$ cat config.mk
export PLATFORM = sky130hd
export DESIGN_NAME = ctmc_capture_timer_mode_control
export DESIGN_NICKNAME = d
export VERILOG_FILES = /design/src/ctmc_pkg.sv /design/src/ctmc_capture_timer_mode_control.sv
export SDC_FILE = /design/constraint.sdc
export NUM_CORES = 1
export LEC_CHECK = 0
export BUFFER_PORTS_ARGS = -buffer_cell sky130_fd_sc_hd__buf_2
export CAP_MARGIN = 20
export CORE_MARGIN = 4
export CORE_UTILIZATION = 44
export DETAILED_ROUTE_END_ITERATION = 10
export GPL_TIMING_DRIVEN = 0
export PLACE_DENSITY = 0.75
export SLEW_MARGIN = 20
export SYNTH_ARGS = -nofsm -noshare
export SYNTH_HDL_FRONTEND = slang
export SYNTH_SLANG_ARGS = --single-unit
$ cat constraint.sdc
create_clock -name aclk -period 2 [get_ports aclk]
set_input_delay 0.5 -clock aclk [delete_from_list [all_inputs] [get_ports aclk]]
set_output_delay 0.5 -clock aclk [all_outputs]
set_load 0.01 [all_outputs]
$ cat src/ctmc_pkg.sv
package ctmc_pkg;

	// Register indices; byte address is four times the index
	localparam logic [7:0]  CTMC_IDX_MODE_CTRL    = 8'h16;
	localparam logic [7:0]  CTMC_IDX_TIMER_STATUS = 8'h18;
	localparam logic [11:0] CTMC_ADDR_MODE_CTRL   = {2'h0, CTMC_IDX_MODE_CTRL, 2'h0};
	localparam logic [11:0] CTMC_ADDR_TIMER_STAT  = {2'h0, CTMC_IDX_TIMER_STATUS, 2'h0};

	localparam logic [7:0]  CTMC_MODE_CTRL_RESET  = 8'h00;

	// Field positions in timer_capture_mode_control
	localparam int CTMC_SECOND_EDGE_LSB  = 6;
	localparam int CTMC_FIRST_EDGE_LSB   = 4;
	localparam int CTMC_CASCADE_BIT      = 3;
	localparam int CTMC_TIMER2_SRC_BIT   = 1;
	localparam int CTMC_TIMER1_SRC_BIT   = 0;

	// Capture edge modes
	localparam logic [1:0]  CTMC_EDGE_FALL        = 2'h0;
	localparam logic [1:0]  CTMC_EDGE_RISE        = 2'h1;
	localparam logic [1:0]  CTMC_EDGE_RISE4       = 2'h2;
	localparam logic [1:0]  CTMC_EDGE_RISE16      = 2'h3;
	localparam logic [3:0]  CTMC_PRESC_LAST4      = 4'h3;
	localparam logic [3:0]  CTMC_PRESC_LAST16     = 4'hF;

	// Instruction clock is the core clock divided by four
	localparam logic [1:0]  CTMC_INSTR_DIV_LAST   = 2'h3;
	localparam logic [7:0]  CTMC_TIMER_MAX        = 8'hFF;

	localparam logic [1:0]  CTMC_RESP_OKAY        = 2'h0;
	localparam logic [1:0]  CTMC_RESP_SLVERR      = 2'h2;

endpackage : ctmc_pkg
$ cat src/ctmc_capture_timer_mode_control.sv
// The AXI4-Lite register port was left to the implementer.
`timescale 1ns/1ps

module ctmc_capture_timer_mode_control
	import ctmc_pkg::*;
(
	input  wire logic        aclk,
	input  wire logic        aresetn,
	input  wire logic [11:0] s_axi_awaddr,
	input  wire logic [2:0]  s_axi_awprot,
	input  wire logic        s_axi_awvalid,
	output logic             s_axi_awready,
	input  wire logic [31:0] s_axi_wdata,
	input  wire logic [3:0]  s_axi_wstrb,
	input  wire logic        s_axi_wvalid,
	output logic             s_axi_wready,
	output logic [1:0]       s_axi_bresp,
	output logic             s_axi_bvalid,
	input  wire logic        s_axi_bready,
	input  wire logic [11:0] s_axi_araddr,
	input  wire logic [2:0]  s_axi_arprot,
	input  wire logic        s_axi_arvalid,
	output logic             s_axi_arready,
	output logic [31:0]      s_axi_rdata,
	output logic [1:0]       s_axi_rresp,
	output logic             s_axi_rvalid,
	input  wire logic        s_axi_rready,
	input  wire logic        ext_timer_clk,
	input  wire logic [1:0]  capture_in,
	output logic [1:0]       capture_event,
	output logic [7:0]       timer1_count,
	output logic [7:0]       timer2_count,
	output logic [7:0]       mode_ctrl
);

	logic [7:0]  mode_ctrl_r;
	logic        awready_r;
	logic        wready_r;
	logic        bvalid_r;
	logic [1:0]  bresp_r;
	logic        arready_r;
	logic        rvalid_r;
	logic [31:0] rdata_r;
	logic [1:0]  rresp_r;
	logic        aw_got_r;
	logic        w_got_r;
	logic [11:0] awaddr_r;
	logic [7:0]  wbyte_r;
	logic        wstrb0_r;
	logic [1:0]  div_r;
	logic        ext_prev_r;
	logic [7:0]  timer1_r;
	logic [7:0]  timer2_r;
	wire  [1:0]  cap_event_w;

	// Write channel handshakes
	wire         aw_ok      = s_axi_awvalid & awready_r;
	wire         w_ok       = s_axi_wvalid & wready_r;
	wire         aw_have    = aw_got_r | aw_ok;
	wire         w_have     = w_got_r | w_ok;
	wire         do_write   = aw_have & w_have & ~bvalid_r;
	wire [11:0]  wr_addr    = aw_got_r ? awaddr_r : s_axi_awaddr;
	wire [7:0]   wr_byte    = w_got_r ? wbyte_r : s_axi_wdata[7:0];
	wire         wr_strb0   = w_got_r ? wstrb0_r : s_axi_wstrb[0];
	wire         wr_hit_ctl = wr_addr == CTMC_ADDR_MODE_CTRL;
	wire         wr_hit_sts = wr_addr == CTMC_ADDR_TIMER_STAT;
	wire         ctl_write  = do_write & wr_hit_ctl & wr_strb0;
	wire         b_done     = bvalid_r & s_axi_bready;
	wire         aw_got_nxt = do_write ? 1'b0 : aw_have;
	wire         w_got_nxt  = do_write ? 1'b0 : w_have;
	wire         bvalid_nxt = do_write | (bvalid_r & ~s_axi_bready);

	// Read channel
	wire         ar_ok      = s_axi_arvalid & arready_r;
	wire         r_done     = rvalid_r & s_axi_rready;
	wire         rd_hit_ctl = s_axi_araddr == CTMC_ADDR_MODE_CTRL;
	wire         rd_hit_sts = s_axi_araddr == CTMC_ADDR_TIMER_STAT;
	wire [31:0]  rd_data    = rd_hit_ctl ? {24'h000000, mode_ctrl_r} :
	                          rd_hit_sts ? {16'h0000, timer2_r, timer1_r} : 32'h00000000;
	wire [1:0]   rd_resp    = (rd_hit_ctl | rd_hit_sts) ? CTMC_RESP_OKAY : CTMC_RESP_SLVERR;

	// Control fields
	wire         cascade    = mode_ctrl_r[CTMC_CASCADE_BIT];
	wire         t1_ext     = mode_ctrl_r[CTMC_TIMER1_SRC_BIT];
	wire         t2_ext     = mode_ctrl_r[CTMC_TIMER2_SRC_BIT];

	// Timer clocking
	wire         instr_tick = div_r == CTMC_INSTR_DIV_LAST;
	wire         ext_fall   = ext_prev_r & ~ext_timer_clk;
	wire         t1_inc     = t1_ext ? ext_fall : instr_tick;
	wire         t1_wrap    = t1_inc & (timer1_r == CTMC_TIMER_MAX);
	wire         t2_own_inc = t2_ext ? ext_fall : instr_tick;
	wire         t2_inc     = cascade ? t1_wrap : t2_own_inc;

	assign s_axi_awready = awready_r;
	assign s_axi_wready  = wready_r;
	assign s_axi_bvalid  = bvalid_r;
	assign s_axi_bresp   = bresp_r;
	assign s_axi_arready = arready_r;
	assign s_axi_rvalid  = rvalid_r;
	assign s_axi_rdata   = rdata_r;
	assign s_axi_rresp   = rresp_r;
	assign capture_event = cap_event_w;
	assign timer1_count  = timer1_r;
	assign timer2_count  = timer2_r;
	assign mode_ctrl     = mode_ctrl_r;

	always_ff @(posedge aclk) begin
		if (!aresetn) begin
			aw_got_r  <= 1'b0;
			w_got_r   <= 1'b0;
			awready_r <= 1'b0;
			wready_r  <= 1'b0;
			bvalid_r  <= 1'b0;
			bresp_r   <= CTMC_RESP_OKAY;
		end else begin
			aw_got_r  <= aw_got_nxt;
			w_got_r   <= w_got_nxt;
			awready_r <= ~aw_got_nxt & ~bvalid_nxt;
			wready_r  <= ~w_got_nxt & ~bvalid_nxt;
			bvalid_r  <= bvalid_nxt;
			if (do_write) begin
				bresp_r <= (wr_hit_ctl | wr_hit_sts) ? CTMC_RESP_OKAY : CTMC_RESP_SLVERR;
			end
		end
	end

	always_ff @(posedge aclk) begin
		if (!aresetn) begin
			awaddr_r <= 12'h000;
			wbyte_r  <= 8'h00;
			wstrb0_r <= 1'b0;
		end else begin
			if (aw_ok) begin
				awaddr_r <= s_axi_awaddr;
			end
			if (w_ok) begin
				wbyte_r  <= s_axi_wdata[7:0];
				wstrb0_r <= s_axi_wstrb[0];
			end
		end
	end

	always_ff @(posedge aclk) begin
		if (!aresetn) begin
			mode_ctrl_r <= CTMC_MODE_CTRL_RESET;
		end else if (ctl_write) begin
			mode_ctrl_r <= wr_byte;
		end
	end

	always_ff @(posedge aclk) begin
		if (!aresetn) begin
			arready_r <= 1'b0;
			rvalid_r  <= 1'b0;
			rdata_r   <= 32'h00000000;
			rresp_r   <= CTMC_RESP_OKAY;
		end else begin
			if (ar_ok) begin
				arready_r <= 1'b0;
				rvalid_r  <= 1'b1;
				rdata_r   <= rd_data;
				rresp_r   <= rd_resp;
			end else if (r_done) begin
				rvalid_r  <= 1'b0;
				arready_r <= 1'b1;
			end else if (!rvalid_r) begin
				arready_r <= 1'b1;
			end
		end
	end

	always_ff @(posedge aclk) begin
		if (!aresetn) begin
			div_r      <= 2'h0;
			ext_prev_r <= 1'b0;
			timer1_r   <= 8'h00;
			timer2_r   <= 8'h00;
		end else begin
			div_r      <= div_r + 2'h1;
			ext_prev_r <= ext_timer_clk;
			if (t1_inc) begin
				timer1_r <= timer1_r + 8'h01;
			end
			if (t2_inc) begin
				timer2_r <= timer2_r + 8'h01;
			end
		end
	end

	// One edge qualifier and prescaler per capture input
	genvar ch;
	generate
		for (ch = 0; ch < 2; ch++) begin : g_capture
			localparam int LSB = (ch == 0) ? CTMC_FIRST_EDGE_LSB : CTMC_SECOND_EDGE_LSB;
			logic [3:0] presc_r;
			logic       prev_r;
			logic       event_r;
			wire  [1:0] edge_mode = mode_ctrl_r[LSB +: 2];
			wire        rise      = capture_in[ch] & ~prev_r;
			wire        fall      = ~capture_in[ch] & prev_r;
			wire [3:0]  last      = (edge_mode == CTMC_EDGE_RISE4) ? CTMC_PRESC_LAST4 : CTMC_PRESC_LAST16;
			wire        presc_hit = rise & (presc_r == last);
			wire        fire      = (edge_mode == CTMC_EDGE_FALL) ? fall :
			                        (edge_mode == CTMC_EDGE_RISE) ? rise : presc_hit;

			// Each channel owns its flops; the shared vector is only a net
			assign cap_event_w[ch] = event_r;

			always_ff @(posedge aclk) begin
				if (!aresetn) begin
					presc_r <= 4'h0;
					prev_r  <= 1'b0;
					event_r <= 1'b0;
				end else begin
					prev_r  <= capture_in[ch];
					event_r <= fire;
					if (ctl_write || presc_hit) begin
						presc_r <= 4'h0;
					end else if (rise) begin
						presc_r <= presc_r + 4'h1;
					end
				end
			end
		end
	endgenerate

endmodule : ctmc_capture_timer_mode_control

-- After elaboration in Yosys (flattened, before gate mapping)
Index checks and enable logic that the tools add are counted.
- flip-flop bits (word level): 103
- latch bits: 0
- bits in writable memories: 0
- ROM bits: 0
- word-level logic and storage cells: 107
- memories kept: 0
- add/sub/neg operators: 5
- multipliers: 0
- divide/modulo/power cells: 0
- order comparisons: 0
- eq/ne operators: 13
- shift-type cells: 0
- multiplexer cells: 22
- bitwise logic cells: 35
- reduce and logical (&&, ||, !) cells: 8
- operators with widths (cell ; number):
    == test 12 x 7 -> 1 bit (second input constant) ; 4
    two-way mux 16 bit ; 2
    AND 1 bit ; 19
    adder 8 x 1 -> 8 bit (second input constant) ; 2
    two-way mux 1 bit ; 14
    two-way mux 12 bit ; 1
    NOT 1 bit ; 11
    adder 4 x 1 -> 4 bit (second input constant) ; 2
    == test 4 bit ; 2
    == test 8 bit (second input constant) ; 1
    two-way mux 4 bit ; 2
    two-way mux 8 bit ; 1
    == test 2 bit (second input constant) ; 3
    OR reduction 2 bit ; 3
    OR 1 bit ; 5
    == test 2 x 1 -> 1 bit (second input constant) ; 2
    zero test 2 bit ; 2
    two-way mux 2 bit ; 2
    adder 2 x 1 -> 2 bit (second input constant) ; 1
    logical OR 1 bit ; 2
    != test 2 x 1 -> 1 bit (second input constant) ; 1
    nonzero test 2 bit ; 1

-- Longest topological paths before layout
Gate-level depths: netlist of run 1.
- word-level depth: 8
- gate-level depth with buffers: 6

-- Worst setup path before layout of run 1
No wires, ideal clock.
- path kind: input-to-reg
- start: input port s_axi_awaddr[11]
- end: register mode_ctrl_r[0], in the netlist mode_ctrl[0]
- setup time: 0.120 ns
- data arrival time: 2.018 ns
- required time: 1.880 ns
- slack: -0.138 ns
- stages on the path: 5
- buffers on the path: 1
- cells stage by stage: or4_1 -> o22a_1 -> or4b_1 -> buf_4 -> mux2i_1
- longest elaborated chain between the ends: 4
- ends and longest elaborated chain (element ; line ; RTL):
    from (decl) ; ctmc_capture_timer_mode_control.sv:9 ; input wire logic [11:0] s_axi_awaddr,
    two-way mux 12 bit ; ctmc_capture_timer_mode_control.sv:62 ; wire [11:0] wr_addr = aw_got_r ? awaddr_r : s_axi_awaddr;
    == test 12 x 7 -> 1 bit ; ctmc_capture_timer_mode_control.sv:65 ; wire wr_hit_ctl = wr_addr == CTMC_ADDR_MODE_CTRL;
    AND 1 bit (2 in a row) ; ctmc_capture_timer_mode_control.sv:67 ; wire ctl_write = do_write & wr_hit_ctl & wr_strb0;
    to (signal assigned) ; ctmc_capture_timer_mode_control.sv:148 ; mode_ctrl_r <= wr_byte;
    to (decl) ; ctmc_capture_timer_mode_control.sv:36 ; logic [7:0] mode_ctrl_r;
No other way between the ends.
A chain may end at the register's enable or synchronous reset.

-- Final worst setup path of run 1
- start: register aw_got_r
- end: register mode_ctrl_r[6], in the netlist mode_ctrl[6]
- longest elaborated chain between the ends: 5
- elaborated cells on any way between the ends: 7
- those cells by class: eq/ne (1); mux (1); bitwise (5)
- ends and longest elaborated chain (element ; line ; RTL):
    from (decl) ; ctmc_capture_timer_mode_control.sv:45 ; logic aw_got_r;
    from (signal assigned) ; ctmc_capture_timer_mode_control.sv:117 ; aw_got_r <= aw_got_nxt;
    branches (longest 3 deep; another with two-way mux 12 bit) ; n/a ;
    AND 1 bit * (2 in a row) ; ctmc_capture_timer_mode_control.sv:67 ;
Mark *: on every way between the ends.

==> implementation parameters, run 1 <==
Parameter                              Value

Timing
  Final critical delay including setup and external delays    2050 ps
  Period Utilization, post-route    102%
  Relative slew slack    51.3%
  Transition time at the pin with the least slew margin    731 ps
  Max Clock Skew    12.1 ps
  Post-Route Hold Slack    396 ps
  Max-slew violation total from the final report    0
  Maximum clock frequency    0.489 GHz
  Setup repair after global routing missed its margin    true
  Hold violation count in the final report    0
  Count of final setup violators    8
  Final worst setup slack    -46.0 ps

Clock network
  Clock sinks    85
  CTS tree    done
  Post-CTS Hold Buffers    0
  Number of buffers between clock root and the deepest sink    2
  Clock insertion delay at the later pin of the skew report    350 ps
  TritonCTS Buffers    9
  Clock root cell    clkbuf_8
  # H-tree levels    3
  Clock-pin slew of the registers on the worst-case setup and hold paths    90 ps

Synth
  Cells taking the most area after synthesis    dfxtp_1 (44%), nand2_1 (7.5%), a21oi_1 (5.2%)
  Number of synthesized flops with an enable pin    0
  Area of the mapped netlist    3850 um^2
  Post-synthesis average cell area    8.95 um^2
  Share of synthesized area occupied by flip-flops and latches    44.2%
  Area fraction of the dominant cell type after synthesis    44.2%
  Number of distinct library cells after synthesis    49
  Post-Syn Instances    430
  Number of warnings issued by yosys    0
  Yosys top cell by area    dfxtp_1
  Synth Flop Type    dfxtp_1
  Share of synthesized registers carrying an async set or reset    0%
  Register bit total from synthesis    85

Pwr
  P_leak    0.00215 uW
  Peak VDD IR    0.345 mV
  Sequential share of power    53.1%
  Cell Int Power    2490 uW
  Power per Cell Area    704 nW/um^2
  Comb pwr share    11.0%
  Switching share of power    26.0%
  Net Sw Power    875 uW
  Clock share of power    35.9%
  Total Power    3360 uW

Flow run
  Number of max-capacitance violations reported    0

Cells and area
  Synthesis-to-finish area growth    24.2%
  Fraction of layout instances using a drive strength above 1    27.3%
  Layout filler cell count    765
  Post-layout nets    633
  Number of antenna repair diodes    0
  Number of cells in the finished layout apart from fillers    662
  Final cell area excluding filler cells    4780 um^2

Worst setup path
  Flop2flop setup slack    -50 ps
  Crit-path most repeated cell    or4b_4
  Cell-by-cell trace of the critical path    buf_6, or4b_4, o22a_1, or4b_4, mux2i_1
  CP Class    reg -> reg
  CP max-delay cell    or4b_4
  Crit Path Max Fanout    8
  CP max stage delay    630 ps
  R2r endpoint    mode_ctrl[6]
  R2R Path Start    aw_got_r
  Number of cells on the worst reg-to-reg path    5
  Crit path capture type    flip-flop
  Arrival time at the worst endpoint    2270 ps
  Worst Path Required    2230 ps
  Kind of start point of the critical path    flip-flop

Floorplan
  Initial core utilization    46.1%
  Area of the die    10300 um^2
  Chip height    102 um
  Die span in x    102 um
  Number of placed I/O pins    143
  Number of standard-cell rows in the floorplan    33
  Core area    8340 um^2

GRT
  Overflow after GRT    0
  First-pass GRT wire length    16.5 mm
  GRT Total Usage    20.0%
  Largest net degree at the start of global routing    16
  Initial antenna violation count    0
  Via count of the first global-routing pass    3399

Place
  Last weighted congestion value of the routability-driven placer    0.893
  Setup Slack @ Placement    -432 ps
  Post-DP HPWL    7.37 mm
  Area of placed instances    4510 um^2
  Count of port buffers added during placement    91
  Inst Count DP    643

Outcome
  Status    complete, but fails checks
  Failing checks    negative setup slack

Detailed routing
  Residual DRC count    0
  Detailed-route wire length    9.97 mm
  Via count    3543
  Count of nets left with antenna violations after detail routing    0
  Post-DR vias/cell    5.35
  Average wire per standard cell    15.1 um
  Violation count after the first detailed-route iteration    211
  Detailed-router iteration count before antenna repair    4

Min path
  Worst Hold Depth    2
  Path category of the worst min-delay check    in -> reg
  Min-Delay Startpoint    capture_in[0]
  End point of the worst hold path    g_capture[0].prev_r
-- stage by stage --
stage                     util [%]  TNS (ps)
after floorplan                  -      -877
after global placement        54.1    -10430
after detailed placement      54.1    -11250
after CTS                     56.9      -335
after global routing          57.3      -649
final                         57.3      -254
-- cells by family (layout without fill, tap and decap cells) --
logic type      after synthesis  after routing  share of synthesized area, %
other cells                   1             18                        0.0975
xor+xnor                     13             13                          2.96
compound gates               81             81                          14.0
buf+inv                      50            160                          7.15
mux                          25             25                          6.76
fa+ha+maj                     5              5                          1.63
flops                        85             85                          44.2
simple gates                170            170                          23.2
-- repair_timing --
item                                    CTS  global route
pin swaps                                 8             3
buffers inserted                          3             1
resized for setup                         5             5
cloned                                    0             0
endpoints found under the setup margin   24            18
-- area by class of cell --
type	instances	area [um^2]	share of cell area [%]
tap	105	131	2.75
inverter	14	52.6	1.10
buffer	35	215	4.50
sequential	85	1700	35.6
clock buffer	9	124	2.59
clock inverter	7	76.3	1.60
timing repair buffer	95	489	10.2
multi-input combinational	312	1990	41.6
-- layer usage --
metal	vias up	global-route usage, %	routed length (um)
met3	12	5.23	735
met5	-	0	0
met1	1676	25.6	4390
li1	1734	-	-
met2	121	33.6	4710
met4	0	5.32	138
-- sequential cells by signal, indices dropped and copies added, names as in the netlist, 2 cells and up --
name,count
g_capture.presc_r,8
timer1_count,8
wbyte_r,8
div_r,2
g_capture.event_r,2
timer2_count,8
mode_ctrl,8
awaddr_r,12
s_axi_rdata,16
g_capture.prev_r,2
-- worst max path at each step --
| stage | start | end | slack (ps) | depth (start not counted) |
|---|---|---|---|---|
| after floorplan | s_axi_awaddr[1] | mode_ctrl[0] | -110 | 5 |
| after global placement | s_axi_awaddr[11] | g_capture[1].presc_r[1] | -380 | 5 |
| after detailed placement | s_axi_awaddr[11] | g_capture[0].presc_r[0] | -430 | 5 |
| after CTS | awaddr_r[11] | mode_ctrl[6] | -50 | 4 |
| after global routing | aw_got_r | mode_ctrl[3] | -100 | 5 |
| final | aw_got_r | mode_ctrl[6] | -50 | 5 |
-- power by group through the flow --
stage	Sequential [uW]	Combinational, uW	Clock (uW)
floorplan	1820	229	0
global route	1790	415	1310
finish	1790	370	1210
CTS	1780	363	1230
detailed placement	1820	355	0
global placement	1820	344	0
-- synth_stat cells, drive strengths merged (3+ instances only) --
master,number
a222oi,8
a21oi,40
nand4,3
nand3,10
a22o,8
nand2,77
a2111oi,3
mux2i,17
ha,5
dfxtp,85
nor2,12
buf,23
nor4,11
nor3,10
clkbuf,13
xnor2,9
xor2,4
nand2b,12
and2,9
inv,14
a211oi,4
nand3b,4
or4b,5
nor2b,3
nor3b,3
o21ai,5
mux2,8
-- worst max-delay path, delay by kind of cell (launching register included) --
kind,cells,cell delay [ps]
and+or+nand+nor,2,1100
DFF,1,340
AOI/OAI and AO/OA,1,210
muxes,1,160
buffers and inverters,1,110
-- cells in the final DEF (no fill, tap or decap), types with 3 or more instances in the layout --
cell      instances
nand4_1           3
ha_1              5
dfxtp_1          84
mux2i_1          16
conb_1           18
buf_2            92
nor2b_1           3
clkbuf_8          9
nor4_4            3
inv_1            13
mux2_2            8
o21ai_0           5
a211oi_1          4
nand3_1          10
nand2_1          77
nor2_1           12
xnor2_1           9
xor2_1            4
a222oi_1          8
nand3b_1          4
clkinv_4          3
a22o_1            8
nor3_1           10
a21oi_1          40
nand2b_1         12
nor3b_1           3
clkbuf_1         13
nor4_1            8
buf_4            23
and2_1            8
Power figures use the tool's default switching activity.
==> run 2: changes to the inputs <==
--- a/config.mk
+++ b/config.mk
@@ -12,7 +12,8 @@
 export DETAILED_ROUTE_END_ITERATION = 10
 export GPL_TIMING_DRIVEN = 0
 export PLACE_DENSITY = 0.75
-export SLEW_MARGIN = 20
+export RECOVER_POWER = 100
+export SLEW_MARGIN = 0
 export SYNTH_ARGS = -nofsm -noshare
 export SYNTH_HDL_FRONTEND = slang
 export SYNTH_SLANG_ARGS = --single-unit
==> run 2 against run 1 <==
Effect of this change:
- the run still ends with negative setup slack left
- critical endpoint unchanged
- power is essentially flat
- register-to-register slack is essentially flat
- via count down 0.34%
- first-iteration DRC count is 2.4% higher
- final cell count stayed put
- setup slack improved by 2.6 ps
- sequential share of layout area up 0.56 points
- largest power group unchanged
- die area is the same
- core utilization fell by 0.89 points
- critical path type unchanged
- non-clock buffer count stayed put
- critical path depth did not move
- global-route usage unchanged
==> implementation parameters, run 2 (synthesis results as in run 1) <==
Parameter                              Value

Detailed routing
  Residual DRC count    0
  Via count    3531
  Count of nets left with antenna violations after detail routing    0
  Detailed-router iteration count before antenna repair    4
  Average wire per standard cell    15.0 um
  Violation count after the first detailed-route iteration    216
  Post-DR vias/cell    5.33
  Detailed-route wire length    9.93 mm

Outcome
  Status    complete, but fails checks
  Failing checks    negative setup slack

Timing
  Final critical delay including setup and external delays    2040 ps
  Transition time at the pin with the least slew margin    719 ps
  Hold violation count in the final report    0
  Count of final setup violators    8
  Setup repair after global routing missed its margin    true
  Final worst setup slack    -43.4 ps
  Post-Route Hold Slack    393 ps
  Max-slew violation total from the final report    0
  Max Clock Skew    10.7 ps
  Period Utilization, post-route    102%
  Maximum clock frequency    0.489 GHz
  Relative slew slack    52.1%

Worst setup path
  CP max-delay cell    or4b_4
  CP max stage delay    630 ps
  Kind of start point of the critical path    flip-flop
  Critical path buffer and inverter count    1
  CP Class    reg -> reg
  Worst Path Required    2230 ps
  Crit-path most repeated cell    or4b_4
  Top cell family by delay on the critical path    simple AND/OR/NAND/NOR gates
  Crit Path Max Fanout    8
  Cell-by-cell trace of the critical path    buf_6, or4b_4, o22a_1, or4b_4, mux2i_1
  Crit path capture type    flip-flop
  Arrival time at the worst endpoint    2270 ps

Clock network
  Clock insertion delay at the later pin of the skew report    350 ps
  Number of buffers between clock root and the deepest sink    2
  Post-CTS Hold Buffers    0
  TritonCTS Buffers    9
  Clock-pin slew of the registers on the worst-case setup and hold paths    90 ps
  CTS tree    done
  Clock root cell    clkbuf_8
  Clock sinks    85
  # H-tree levels    3

Cells and area
  Leading cell type in the layout, fill and taps excluded    dfxtp_1
  Fraction of the core area covered by cells at the end of the flow    56.4%
  Number of antenna repair diodes    0
  Synthesis-to-finish area growth    22.3%
  Highest-count cells in the layout ignoring fill and taps    dfxtp_1 (84), nand2_1 (77), clkbuf_1 (63)
  Largest register FFs    16
  Fraction of layout instances using a drive strength above 1    18.0%
  Post-layout nets    633
  Layout filler cell count    788

GRT
  GRT Total Usage    20.0%
  First-pass GRT wire length    16.5 mm
  Via count of the first global-routing pass    3399
  Largest net degree at the start of global routing    16
  Overflow after GRT    0
  Initial antenna violation count    0

Pwr
  Power per Cell Area    715 nW/um^2
  Peak VDD IR    0.348 mV
  P_leak    0.00193 uW

Floorplan
  Core area    8340 um^2
  Initial core utilization    46.1%
  Number of placed I/O pins    143
  Number of standard-cell rows in the floorplan    33
  Area of the die    10300 um^2
  Die span in x    102 um
  Chip height    102 um

Flow run
  Number of max-capacitance violations reported    0

Min path
  Path category of the worst min-delay check    in -> reg

Place
  Count of port buffers added during placement    91
  Last weighted congestion value of the routability-driven placer    0.893
  Post-DP HPWL    7.37 mm
[run 2: stage by stage]
stage	area, um^2	TNS (ps)	cells	setup slack (ps)	total power (uW)
2_1_floorplan	3920	-877	447	-110	2050
3_3_place_gp	4510	-10430	643	-377	2160
3_5_place_dp	4510	-11250	643	-432	2180
4_1_cts	4750	-335	661	-52.0	3380
5_1_grt	4700	-729	662	-98.3	3510
6_report	4700	-266	662	-43.4	3360
[run 2: worst paths after layout]
| check | start | end | slack, ps | cells after the start |
|---|---|---|---|---|
| max reg2reg | aw_got_r | mode_ctrl[6] | -40 | 5 |
| min reg2reg | div_r[0] | div_r[0] | 420 | 1 |
| min | capture_in[0] | g_capture[0].prev_r | 390 | 2 |
| max | aw_got_r | mode_ctrl[6] | -40 | 5 |
[run 2: final cells by class]
| type | instances | area [um^2] | area share, % |
|---|---|---|---|
| multi-input cells | 312 | 1980 | 42.0 |
| flip-flops and latches | 85 | 1700 | 36.2 |
| repair buffers | 95 | 424 | 9.02 |
| plain buffers | 35 | 215 | 4.57 |
| well taps | 105 | 131 | 2.79 |
| clock buffers | 9 | 124 | 2.63 |
| clock inverters | 7 | 76.3 | 1.62 |
| inverters | 14 | 52.6 | 1.12 |
[run 2: worst reg2reg max path, stage by stage (launching register included)]
cell and delay, ps:
dfxtp_2 340, buf_6 110, or4b_4 470, o22a_1 210, or4b_4 630, mux2i_1 160
[run 2: per-layer routing]
layer  vias to the layer above  global-route usage, %  wire [um]
li1                       1736                      -          -
met1                      1668                   25.6       4340
met2                       117                   33.6       4740
met3                        10                   5.23        742
met4                         0                   5.32        108
met5                         -                      0          0
[run 2: timing repair]
item	in CTS	in global routing
pin swaps	8	3
gates resized for setup	5	5
cloned	0	0
buffers inserted	3	1
setup endpoints to repair	24	18
[run 2: report_power, final]
part / switching, uW / total [uW] / internal [uW]
combinational: 206 / 364 / 158
sequential: 39.7 / 1790 / 1750
clock: 631 / 1210 / 581
total: 877 / 3360 / 2480
